### src/acc_defines.vh
/*
  constants for the converter calibration control block.
  assumes inclusion by bare name from the design file.
*/
`ifndef ACC_DEFINES_VH
`define ACC_DEFINES_VH
// request qualification
`define ACC_REQ_LOW_CYC    10
`define ACC_REQ_HIGH_CYC   10
// power-on delay exponents
`define ACC_DLY_SHORT_LOG2 24
`define ACC_DLY_LONG_LOG2  30
// calibration sequence length in core cycles
`define ACC_CAL_CYC        1024
// register offsets
`define ACC_REG_CTRL       4'h0
`define ACC_REG_STATUS     4'h1
`define ACC_REG_IRQ_STAT   4'h2
`define ACC_REG_IRQ_EN     4'h3
`define ACC_REG_IRQ_CLR    4'h4
// ctrl field positions
`define ACC_CTRL_SW_CAL    0
`define ACC_CTRL_FORCE_CAL 1
// irq bits
`define ACC_IRQ_CAL_START  0
`define ACC_IRQ_CAL_DONE   1
`define ACC_IRQ_OOR        2
`define ACC_IRQ_W          3
// state codes
`define ACC_ST_DELAY       3'h0
`define ACC_ST_IDLE        3'h1
`define ACC_ST_START       3'h2
`define ACC_ST_CAL         3'h3
`define ACC_ST_PD          3'h4
`endif

### src/acc_control.v
/*
  converter calibration control: power-on and on-command calibration
  sequencing, out-of-range flag, range select and output edge select.
  assumes pins are asynchronous to core_clk, data_clock_in is a sampled
  input, and a plain single-cycle register port from local software.
*/
`timescale 1ns/1ps
`include "acc_defines.vh"

module acc_control #(
  parameter DLY_SHORT_CYC = (32'h1 << `ACC_DLY_SHORT_LOG2),
  parameter DLY_LONG_CYC  = (32'h1 << `ACC_DLY_LONG_LOG2),
  parameter CAL_CYC       = `ACC_CAL_CYC
) (
  // clock and reset
  input  wire        core_clk,
  input  wire        rst,
  // control pins
  input  wire        calibration_request,
  input  wire        calibration_delay_select,
  input  wire        powerdown_request,
  input  wire        full_scale_select,
  input  wire        output_edge_select,
  input  wire        data_clock_in,
  // conversion results, same domain
  input  wire        bus_a_over,
  input  wire        bus_b_over,
  input  wire [7:0]  bus_a_data,
  input  wire [7:0]  bus_b_data,
  // outputs
  output reg         calibration_active,
  output reg         out_of_range_pos,
  output reg         out_of_range_neg,
  output reg         range_800mv,
  output reg         analog_powerdown,
  output reg  [7:0]  data_out_a,
  output reg  [7:0]  data_out_b,
  output reg         irq,
  // register port
  input  wire [3:0]  reg_addr,
  input  wire [31:0] reg_wdata,
  input  wire        reg_wr,
  input  wire        reg_rd,
  output reg  [31:0] reg_rdata
);

  // ==========================================================
  // pin synchronisers
  reg [1:0] cal_s_q, dly_s_q, pd_s_q, fs_s_q, edge_s_q, data_clock_out_pos_s_q;
  always @(posedge core_clk or posedge rst)
  begin
    if (rst)
    begin
      cal_s_q  <= 2'h0;
      dly_s_q  <= 2'h0;
      pd_s_q   <= 2'h0;
      fs_s_q   <= 2'h0;
      edge_s_q <= 2'h0;
      data_clock_out_pos_s_q <= 2'h0;
    end
    else
    begin
      cal_s_q  <= {cal_s_q[0], calibration_request};
      dly_s_q  <= {dly_s_q[0], calibration_delay_select};
      pd_s_q   <= {pd_s_q[0], powerdown_request};
      fs_s_q   <= {fs_s_q[0], full_scale_select};
      edge_s_q <= {edge_s_q[0], output_edge_select};
      data_clock_out_pos_s_q <= {data_clock_out_pos_s_q[0], data_clock_in};
    end
  end
  wire cal_pin  = cal_s_q[1];
  wire pd_pin   = pd_s_q[1];
  reg  data_clock_out_pos_prev_q;

  // ==========================================================
  // registers
  reg        sw_cal_q;
  reg        force_cal_q;
  reg  [2:0] irq_stat_q;
  reg  [2:0] irq_en_q;
  reg  [2:0] state_q;
  reg  [30:0] cnt_q;
  reg  [3:0] lo_cnt_q, hi_cnt_q;
  reg        armed_q;
  reg  [1:0] started_q;
  reg        cal_pin_init_q;

  wire [2:0] ev;
  wire       req_ok;
  wire [30:0] dly_target = dly_s_q[1] ? DLY_LONG_CYC[30:0] : DLY_SHORT_CYC[30:0];

  // ==========================================================
  // request qualifier
  always @(posedge core_clk or posedge rst)
  begin
    if (rst)
    begin
      lo_cnt_q <= 4'h0;
      hi_cnt_q <= 4'h0;
      armed_q  <= 1'b0;
    end
    else if (state_q == `ACC_ST_PD)
    begin
      lo_cnt_q <= 4'h0;
      hi_cnt_q <= 4'h0;
      armed_q  <= 1'b0;
    end
    else if (!cal_pin)
    begin
      hi_cnt_q <= 4'h0;
      // high phase cut short: low phase must be qualified again
      if (armed_q && hi_cnt_q != 4'h0)
      begin
        armed_q  <= 1'b0;
        lo_cnt_q <= 4'h1;
      end
      else
      begin
        if (lo_cnt_q != `ACC_REQ_LOW_CYC)
          lo_cnt_q <= lo_cnt_q + 4'h1;
        if (lo_cnt_q >= `ACC_REQ_LOW_CYC - 1)
          armed_q <= 1'b1;
      end
    end
    else
    begin
      if (!armed_q)
        lo_cnt_q <= 4'h0;
      if (armed_q && hi_cnt_q != `ACC_REQ_HIGH_CYC)
        hi_cnt_q <= hi_cnt_q + 4'h1;
      if (req_ok)
      begin
        armed_q  <= 1'b0;
        lo_cnt_q <= 4'h0;
        hi_cnt_q <= 4'h0;
      end
    end
  end
  // start 10 cycles after high, after 10 low cycles
  assign req_ok = armed_q && cal_pin && (hi_cnt_q == `ACC_REQ_HIGH_CYC - 1);

  // ==========================================================
  // calibration sequencer
  always @(posedge core_clk or posedge rst)
  begin
    if (rst)
    begin
      state_q            <= `ACC_ST_DELAY;
      cnt_q              <= 31'h0;
      started_q          <= 2'h0;
      cal_pin_init_q     <= 1'b0;
      calibration_active <= 1'b0;
      analog_powerdown   <= 1'b1;
    end
    else
    begin
      // request pin level two sync stages after release is the power-up level
      if (started_q != 2'h3)
        started_q <= started_q + 2'h1;
      if (started_q == 2'h2)
        cal_pin_init_q <= cal_pin;
      case (state_q)
        `ACC_ST_DELAY:
        begin
          analog_powerdown <= pd_pin;
          if (started_q == 2'h3 && cal_pin_init_q)
            state_q <= `ACC_ST_IDLE;
          else if (pd_pin)
            cnt_q <= cnt_q;
          else if (cnt_q >= dly_target - 31'h1)
          begin
            cnt_q              <= 31'h0;
            state_q            <= `ACC_ST_CAL;
            calibration_active <= 1'b1;
          end
          else
            cnt_q <= cnt_q + 31'h1;
        end
        `ACC_ST_IDLE:
        begin
          if (pd_pin)
          begin
            state_q          <= `ACC_ST_PD;
            analog_powerdown <= 1'b1;
          end
          else if (req_ok || sw_cal_q)
          begin
            cnt_q              <= 31'h0;
            state_q            <= `ACC_ST_CAL;
            calibration_active <= 1'b1;
          end
        end
        `ACC_ST_CAL:
        begin
          if (cnt_q == CAL_CYC - 1)
          begin
            cnt_q              <= 31'h0;
            calibration_active <= 1'b0;
            state_q            <= `ACC_ST_IDLE;
          end
          else
            cnt_q <= cnt_q + 31'h1;
        end
        `ACC_ST_PD:
        begin
          if (!pd_pin)
          begin
            state_q          <= `ACC_ST_IDLE;
            analog_powerdown <= 1'b0;
          end
        end
        default:
          state_q <= `ACC_ST_IDLE;
      endcase
    end
  end

  // ==========================================================
  // range, out-of-range and output data
  always @(posedge core_clk or posedge rst)
  begin
    if (rst)
    begin
      out_of_range_pos <= 1'b0;
      out_of_range_neg <= 1'b1;
      range_800mv      <= 1'b0;
      data_out_a       <= 8'h00;
      data_out_b       <= 8'h00;
      data_clock_out_pos_prev_q      <= 1'b0;
    end
    else
    begin
      out_of_range_pos <= bus_a_over | bus_b_over;
      out_of_range_neg <= ~(bus_a_over | bus_b_over);
      range_800mv      <= fs_s_q[1];
      data_clock_out_pos_prev_q      <= data_clock_out_pos_s_q[1];
      if (edge_s_q[1] ? (data_clock_out_pos_s_q[1] & ~data_clock_out_pos_prev_q) : (~data_clock_out_pos_s_q[1] & data_clock_out_pos_prev_q))
      begin
        data_out_a <= bus_a_data;
        data_out_b <= bus_b_data;
      end
    end
  end

  // ==========================================================
  // interrupts and register port
  assign ev = {bus_a_over | bus_b_over,
               state_q == `ACC_ST_CAL && cnt_q == CAL_CYC - 1,
               state_q == `ACC_ST_CAL && cnt_q == 31'h0};

  always @(posedge core_clk or posedge rst)
  begin
    if (rst)
    begin
      sw_cal_q    <= 1'b0;
      force_cal_q <= 1'b0;
      irq_stat_q  <= 3'h0;
      irq_en_q    <= 3'h0;
      irq         <= 1'b0;
      reg_rdata   <= 32'h0;
    end
    else
    begin
      sw_cal_q <= reg_wr && reg_addr == `ACC_REG_CTRL && reg_wdata[`ACC_CTRL_SW_CAL];
      if (reg_wr && reg_addr == `ACC_REG_CTRL)
        force_cal_q <= reg_wdata[`ACC_CTRL_FORCE_CAL];
      if (reg_wr && reg_addr == `ACC_REG_IRQ_EN)
        irq_en_q <= reg_wdata[2:0];
      if (reg_wr && reg_addr == `ACC_REG_IRQ_CLR)
        irq_stat_q <= (irq_stat_q & ~reg_wdata[2:0]) | ev;
      else
        irq_stat_q <= irq_stat_q | ev;
      irq <= |(irq_stat_q & irq_en_q);
      reg_rdata <= 32'h0;
      if (reg_rd)
      begin
        case (reg_addr)
          `ACC_REG_CTRL:     reg_rdata <= {30'h0, force_cal_q, 1'b0};
          `ACC_REG_STATUS:   reg_rdata <= {24'h0, analog_powerdown, out_of_range_pos,
                                           range_800mv, edge_s_q[1], state_q,
                                           calibration_active};
          `ACC_REG_IRQ_STAT: reg_rdata <= {29'h0, irq_stat_q};
          `ACC_REG_IRQ_EN:   reg_rdata <= {29'h0, irq_en_q};
          default:           reg_rdata <= 32'h0;
        endcase
      end
    end
  end

endmodule // acc_control

### config.mk
export PLATFORM = sky130hd
export DESIGN_NAME = acc_control
export DESIGN_NICKNAME = d
export VERILOG_FILES = /design/src/acc_control.v
export VERILOG_INCLUDE_DIRS = /design/src
export SDC_FILE = /design/constraint.sdc
export NUM_CORES = 1
export LEC_CHECK = 0
export BUFFER_PORTS_ARGS = -buffer_cell sky130_fd_sc_hd__buf_4
export CORE_MARGIN = 2
export CORE_UTILIZATION = 55
export DETAILED_ROUTE_END_ITERATION = 12
export PLACE_DENSITY = 0.8
export SYNTH_ARGS = -nofsm -noshare
export SYNTH_HDL_FRONTEND = slang
export SYNTH_SLANG_ARGS = --single-unit
export TNS_END_PERCENT = 30
### constraint.sdc
create_clock -name core_clk -period 7.5 [get_ports core_clk]
set_input_delay 0.375 -clock core_clk [delete_from_list [all_inputs] [get_ports core_clk]]
set_output_delay 0.375 -clock core_clk [all_outputs]
set_load 0.02 [all_outputs]
* Yosys cells after proc, flatten, opt, wreduce, memory -nomap -nowiden
Index checks and enable logic that the tools add are counted.
** Storage, ports and cells
- Register bits after elaboration :: 121
- Input port bits :: 64
- Output and inout port bits :: 54
- Word-level logic and storage cells :: 145
** Cells by class
- $add $sub $neg :: 5
- Magnitude comparators :: 2
- Equal/unequal tests :: 28
- Muxes and demuxes :: 45
- Bitwise gates (word level) :: 11
- Reduce and logical (&&, ||, !) cells :: 27
** Operators with widths (count)
- $mux W31 :: 7
- $pmux W31 S3 :: 1
- $mux W4 :: 10
- $pmux W8 S4 :: 1
- $add A31 B1 Y31 const B :: 1
- $eq A31 B10 Y1 const B :: 1
- $ge A31 B31 Y1 :: 1
- $logic_not A31 Y1 :: 1
- $sub A31 B1 Y31 const B :: 1
- $mux W3 :: 8
- $ne A2 B2 Y1 const B :: 9
- $mux W1 :: 14
- $pmux W3 S4 :: 1
- $reduce_bool A4 Y1 :: 3
- $logic_and A1 B1 Y1 :: 11
- $reduce_and A5 Y1 :: 2
- $ne A3 B3 Y1 const B :: 3
- $add A4 B1 Y4 const B :: 2
- $eq A4 B2 Y1 const B :: 2
- $mux W8 :: 1
- $ne A4 B4 Y1 const B :: 2
- $reduce_and A7 Y1 :: 1
- $and A3 B3 Y3 :: 2
- $or A3 B3 Y3 :: 2
- other kinds (24) :: 31

* Depth between registers and ports, before layout
- Word-level depth :: 7
- Gate-level depth with buffers :: 9
- Depth with buffers taken out :: 8

* Worst setup path after synthesis
No wires, ideal clock.
- Kind :: register to register
- Start point :: register dly_s_q[1]
- End point :: register cnt_q[2]
- Library setup time :: 0.065 ns
- Arrival time :: 2.280 ns
- Data required time :: 7.435 ns
- Setup slack :: 5.155 ns
- Stages on the path, launching flop included :: 10
- Buffers on the path :: 1
- Period minus slack after synthesis :: 2.345 ns
- Cell sequence :: dfrtp_1 inv_1 ha_1 a21o_1 a211o_1 or2_2 o31a_1 nor2_1 buf_2 a22o_1
** Between the ends
- Word-level cells in the longest chain between the ends :: 7
** RTL lines
- start: declaration :: RTL line acc_control.v:49 : reg [1:0] cal_s_q, dly_s_q, pd_s_q, fs_s_q, edge_s_q, data_clock_out_pos_s_q;
- start signal: assignment :: RTL line acc_control.v:64 : dly_s_q <= {dly_s_q[0], calibration_delay_select};
- $mux W31 :: RTL line acc_control.v:90 : wire [30:0] dly_target = dly_s_q[1] ? DLY_LONG_CYC[30:0] : DLY_SHORT_CYC[30:0];
- $sub A31 B1 Y31 :: RTL line acc_control.v:170 : else if (cnt_q >= dly_target - 31'h1)
- $ge A31 B31 Y1 :: RTL line acc_control.v:170
- $mux W31 :: RTL line acc_control.v:170
- $mux W31 :: RTL line acc_control.v:168 : else if (pd_pin)
- $mux W31 :: RTL line acc_control.v:166 : if (started_q == 2'h3 && cal_pin_init_q)
- $pmux W31 S3 :: RTL line acc_control.v:162 : case (state_q)
- end signal: assignment :: RTL line acc_control.v:169 : cnt_q <= cnt_q;
- end signal: assignment :: RTL line acc_control.v:177 : cnt_q <= cnt_q + 31'h1;
- end signal: assignment :: RTL line acc_control.v:202 : cnt_q <= cnt_q + 31'h1;
- end: declaration :: RTL line acc_control.v:82 : reg [30:0] cnt_q;
No other way between the ends. The select of a mux whose other input is x is not followed.
A chain may end at the register's enable or synchronous reset.

* Worst setup path in the final report
- Start point :: register dly_s_q[1]
- End point :: register cnt_q[5]
Same word-level chain as after synthesis.

==> flow_summary_export.csv <==
group,metric,value,unit
power_and_ir_drop,powerDensity,243,nW/um^2
logic_synthesis,ys_seq_area_share,49.2,%
floorplan,core_area,8720,um^2
setup_path,slowest_delay,780,ps
placement,dp_hpwl,7090,um
clock_tree,path_clk_slew,100,ps
clock_tree,postCtsResizedCells,0,
drt,drtAntennaViolNets,0,
floorplan,design.die.area,9750,um^2
setup_path,slowest_stage,"nor2_1",
clock_tree,h-tree-depth,3,
setup_path,cp-start-kind,"register",
clock_tree,cts_tree,"done",
setup_path,end_kind,"register",
cells_and_area,final_cell_mix,"dfrtp_1, buf_4, nor2_1, nand2_1, conb_1",
setup_path,cp.buffers_inverters,1,
floorplan,rows,34,
logic_synthesis,synth-seq-cells,97,
global_route,grt.overflow.total,0,
clock_tree,cts_buffers,9,
logic_synthesis,synthFlopType,"dfrtp_1",
setup_path,cp.required,7790,ps
timing,worst_clock_skew,13.4,ps
setup_path,crit_family,"compound AO/OA/AOI/OAI gates",
drt,vias_per_cell,5.69,
clock_tree,clk_latency,360,ps
power_and_ir_drop,ir_drop,0.174,mV
setup_path,critPathKind,"reg2reg",
timing,fin_setup_tns,0,ps
global_route,grt_antenna_before_repair,0,
hold_path,min_path_type,"in2async",
timing,hold_viol,0,
drt,drc,0,
drt,dr_total_vias,3740,
placement,port_buffers,64,
floorplan,start_util,56.6,%
clock_tree,ctsHoldBuffers,0,
setup_path,crit_fanout,13,
setup_path,path_cells,"inv_1 > ha_1 > a21o_1 > a211o_1 > or2_2 > o31a_1 > nor2_1 > a22o_1",
outcome,outcome,"finished, final reports clean",
logic_synthesis,synth-edff-count,0,
timing,fin_crit_sh,43.4,%
timing,timing.fmax,307,MHz
logic_synthesis,syn_inst,479,
setup_path,cp.arrival,3550,ps
timing,tightest_slew,931,ps
cells_and_area,seq_area,2430,um^2
floorplan,die_width,98.7,um
floorplan,die_h,98.7,um
timing,finalCriticalPeriod,3250,ps
cells_and_area,drive_gt1_share,23.0,%
timing,rsz0062_at_grt,"no",
global_route,grt_pass1_vias,3602,
clock_tree,clk_path_buf_depth,2,
drt,wl_per_cell,15.0,um
clock_tree,cts_root_buf,"clkbuf_8",
cells_and_area,fill_cells,689,
global_route,grtUsageTotal,20.9,%
global_route,grt_first_pass_wirelength,16800,um
power_and_ir_drop,leakage,2.60,nW
placement,placed_area,5440,um^2
clock_tree,postCtsSetupRepairBufs,0,
timing,slew_viol_final,0,
drt,firstDrtPassIters,4,
cells_and_area,synthToLayoutAreaGrowth,14.3,%
clock_tree,cts.sinks,97,
cells_and_area,finalNetCount,626,
cells_and_area,design_area,5640,um^2
cells_and_area,multi_input_area,2270,um^2
logic_synthesis,synth.avg_cell_area,10.3,um^2
global_route,grt_max_degree,61,
drt,wl,9880,um
job,cap_violations,0,
floorplan,io_pins,118,
timing,maxSlewHeadroom,37.7,%
logic_synthesis,yosysWarnings,0,
drt,drt-initial-drc-count,235,
placement,gp_congestion,0.921,
cells_and_area,diodes,0,
logic_synthesis,async_reset_ff_share,100,%
logic_synthesis,synth_cell_type_count,58,
logic_synthesis,netlist_area,4940,um^2
timing,setup_viol,0,
cells_and_area,layout_commonest_cell,"dfrtp_1",
[area by class of cell]
cell class	count	share of cell area, %
Timing Repair Buffer	68	9.05
Sequential cell	97	43.1
Inverter	24	1.64
Clock inverter	7	1.46
Tap cell	108	2.39
Clock buffer	9	2.20
Multi-Input combinational cell	344	40.2
[worst reg2reg max path, delay by kind of cell (launching register included)]
kind	cells	cell delay [ps]
AND/OR/NAND/NOR	2	1100
buffers and inverters	1	170
flip-flops	1	370
adder cells (fa/ha/maj)	1	290
AO/OA/AOI/OAI	4	1260
[registers in the layout, summed over array words and instances (netlist names), 3 cells and up]
signal	flops
cnt_q	31
data_out_a	8
data_out_b	8
reg_rdata	8
hi_cnt_q	4
lo_cnt_q	4
irq_en_q	3
irq_stat_q	3
state_q	3
[per-stage QoR]
| stage | total power, mW | worst slack (ps) | hold WS, ps | util, % | instances |
|---|---|---|---|---|---|
| floorplan | 0.908 | 4590 | 331 | - | 502 |
| global placement | 1.01 | 4310 | 335 | 62.3 | 641 |
| detailed placement | 1.02 | 4280 | 335 | 62.3 | 641 |
| CTS | 1.37 | 4270 | 22.2 | 64.7 | 657 |
| global route | 1.44 | 4070 | 38.0 | 64.7 | 657 |
| finish | 1.37 | 4250 | 10.5 | 64.7 | 657 |
[final timing paths]
| kind | from | endpoint | slack, ps | cells after the start |
|---|---|---|---|---|
| setup / recovery | dly_s_q[1]$_DFF_PP0_ | cnt_q[5]$_DFFE_PP0P_ | 4250 | 8 |
| hold / removal | rst | data_out_a[3]$_DFFE_PP0P_ | 10 | 2 |
| setup reg to reg | dly_s_q[1]$_DFF_PP0_ | cnt_q[5]$_DFFE_PP0P_ | 4250 | 8 |
| hold reg to reg | cal_s_q[0]$_DFF_PP0_ | cal_s_q[1]$_DFF_PP0_ | 350 | 0 |
| max in group asynchronous | rst | started_q[1]$_DFFE_PP0P_ | 6370 | 3 |
| min in group core_clk | output_edge_select | edge_s_q[0]$_DFF_PP0_ | 110 | 1 |
[report_power, final]
group / switching, mW / internal, mW / total (mW)
clock network: 0.192 / 0.160 / 0.352
logic: 0.241 / 0.145 / 0.386
registers: 0.0555 / 0.576 / 0.632
[routing by layer]
layer | up-vias | track usage [%] | share of wire, %
li1 | 1790 | - | -
met1 | 1807 | 29.2 | 44
met2 | 130 | 33.5 | 48
met3 | 13 | 4.26 | 6.2
met4 | 0 | 6.22 | 1.0
met5 | - | 0 | 0
[synth_stat cells (3+ instances only)]
cell | count | area, um^2
a21oi_1 | 14 | 70.1
and2_1 | 8 | 50.1
nand3b_1 | 3 | 22.5
nand4_1 | 12 | 75.1
ha_1 | 18 | 225
nand2_1 | 38 | 143
nand3_1 | 21 | 105
xor2_1 | 4 | 35.0
o21ai_0 | 22 | 110
nor4_1 | 9 | 56.3
nor2b_1 | 6 | 37.5
dfrtp_1 | 95 | 2380
or3_1 | 5 | 31.3
clkbuf_1 | 9 | 33.8
buf_2 | 3 | 15.0
a22o_1 | 12 | 105
and3_1 | 5 | 31.3
xnor2_1 | 8 | 70.1
inv_1 | 24 | 90.1
buf_4 | 24 | 180
o311ai_1 | 4 | 35.0
nor2_1 | 40 | 150
nor3_1 | 14 | 70.1
a22oi_1 | 3 | 22.5
mux2i_1 | 3 | 30.0
a21o_1 | 4 | 30.0
and4_1 | 3 | 26.3
mux2_2 | 22 | 248
[logic make-up after synthesis]
kind of cell | share of synthesized area, %
compound gates | 11.2
flops | 49.2
simple gates | 20.0
fa+ha+maj | 4.56
buf+inv | 6.69
xor+xnor | 2.13
other cells | 0.0760
mux | 6.08
(Power assumes the default switching activity.)
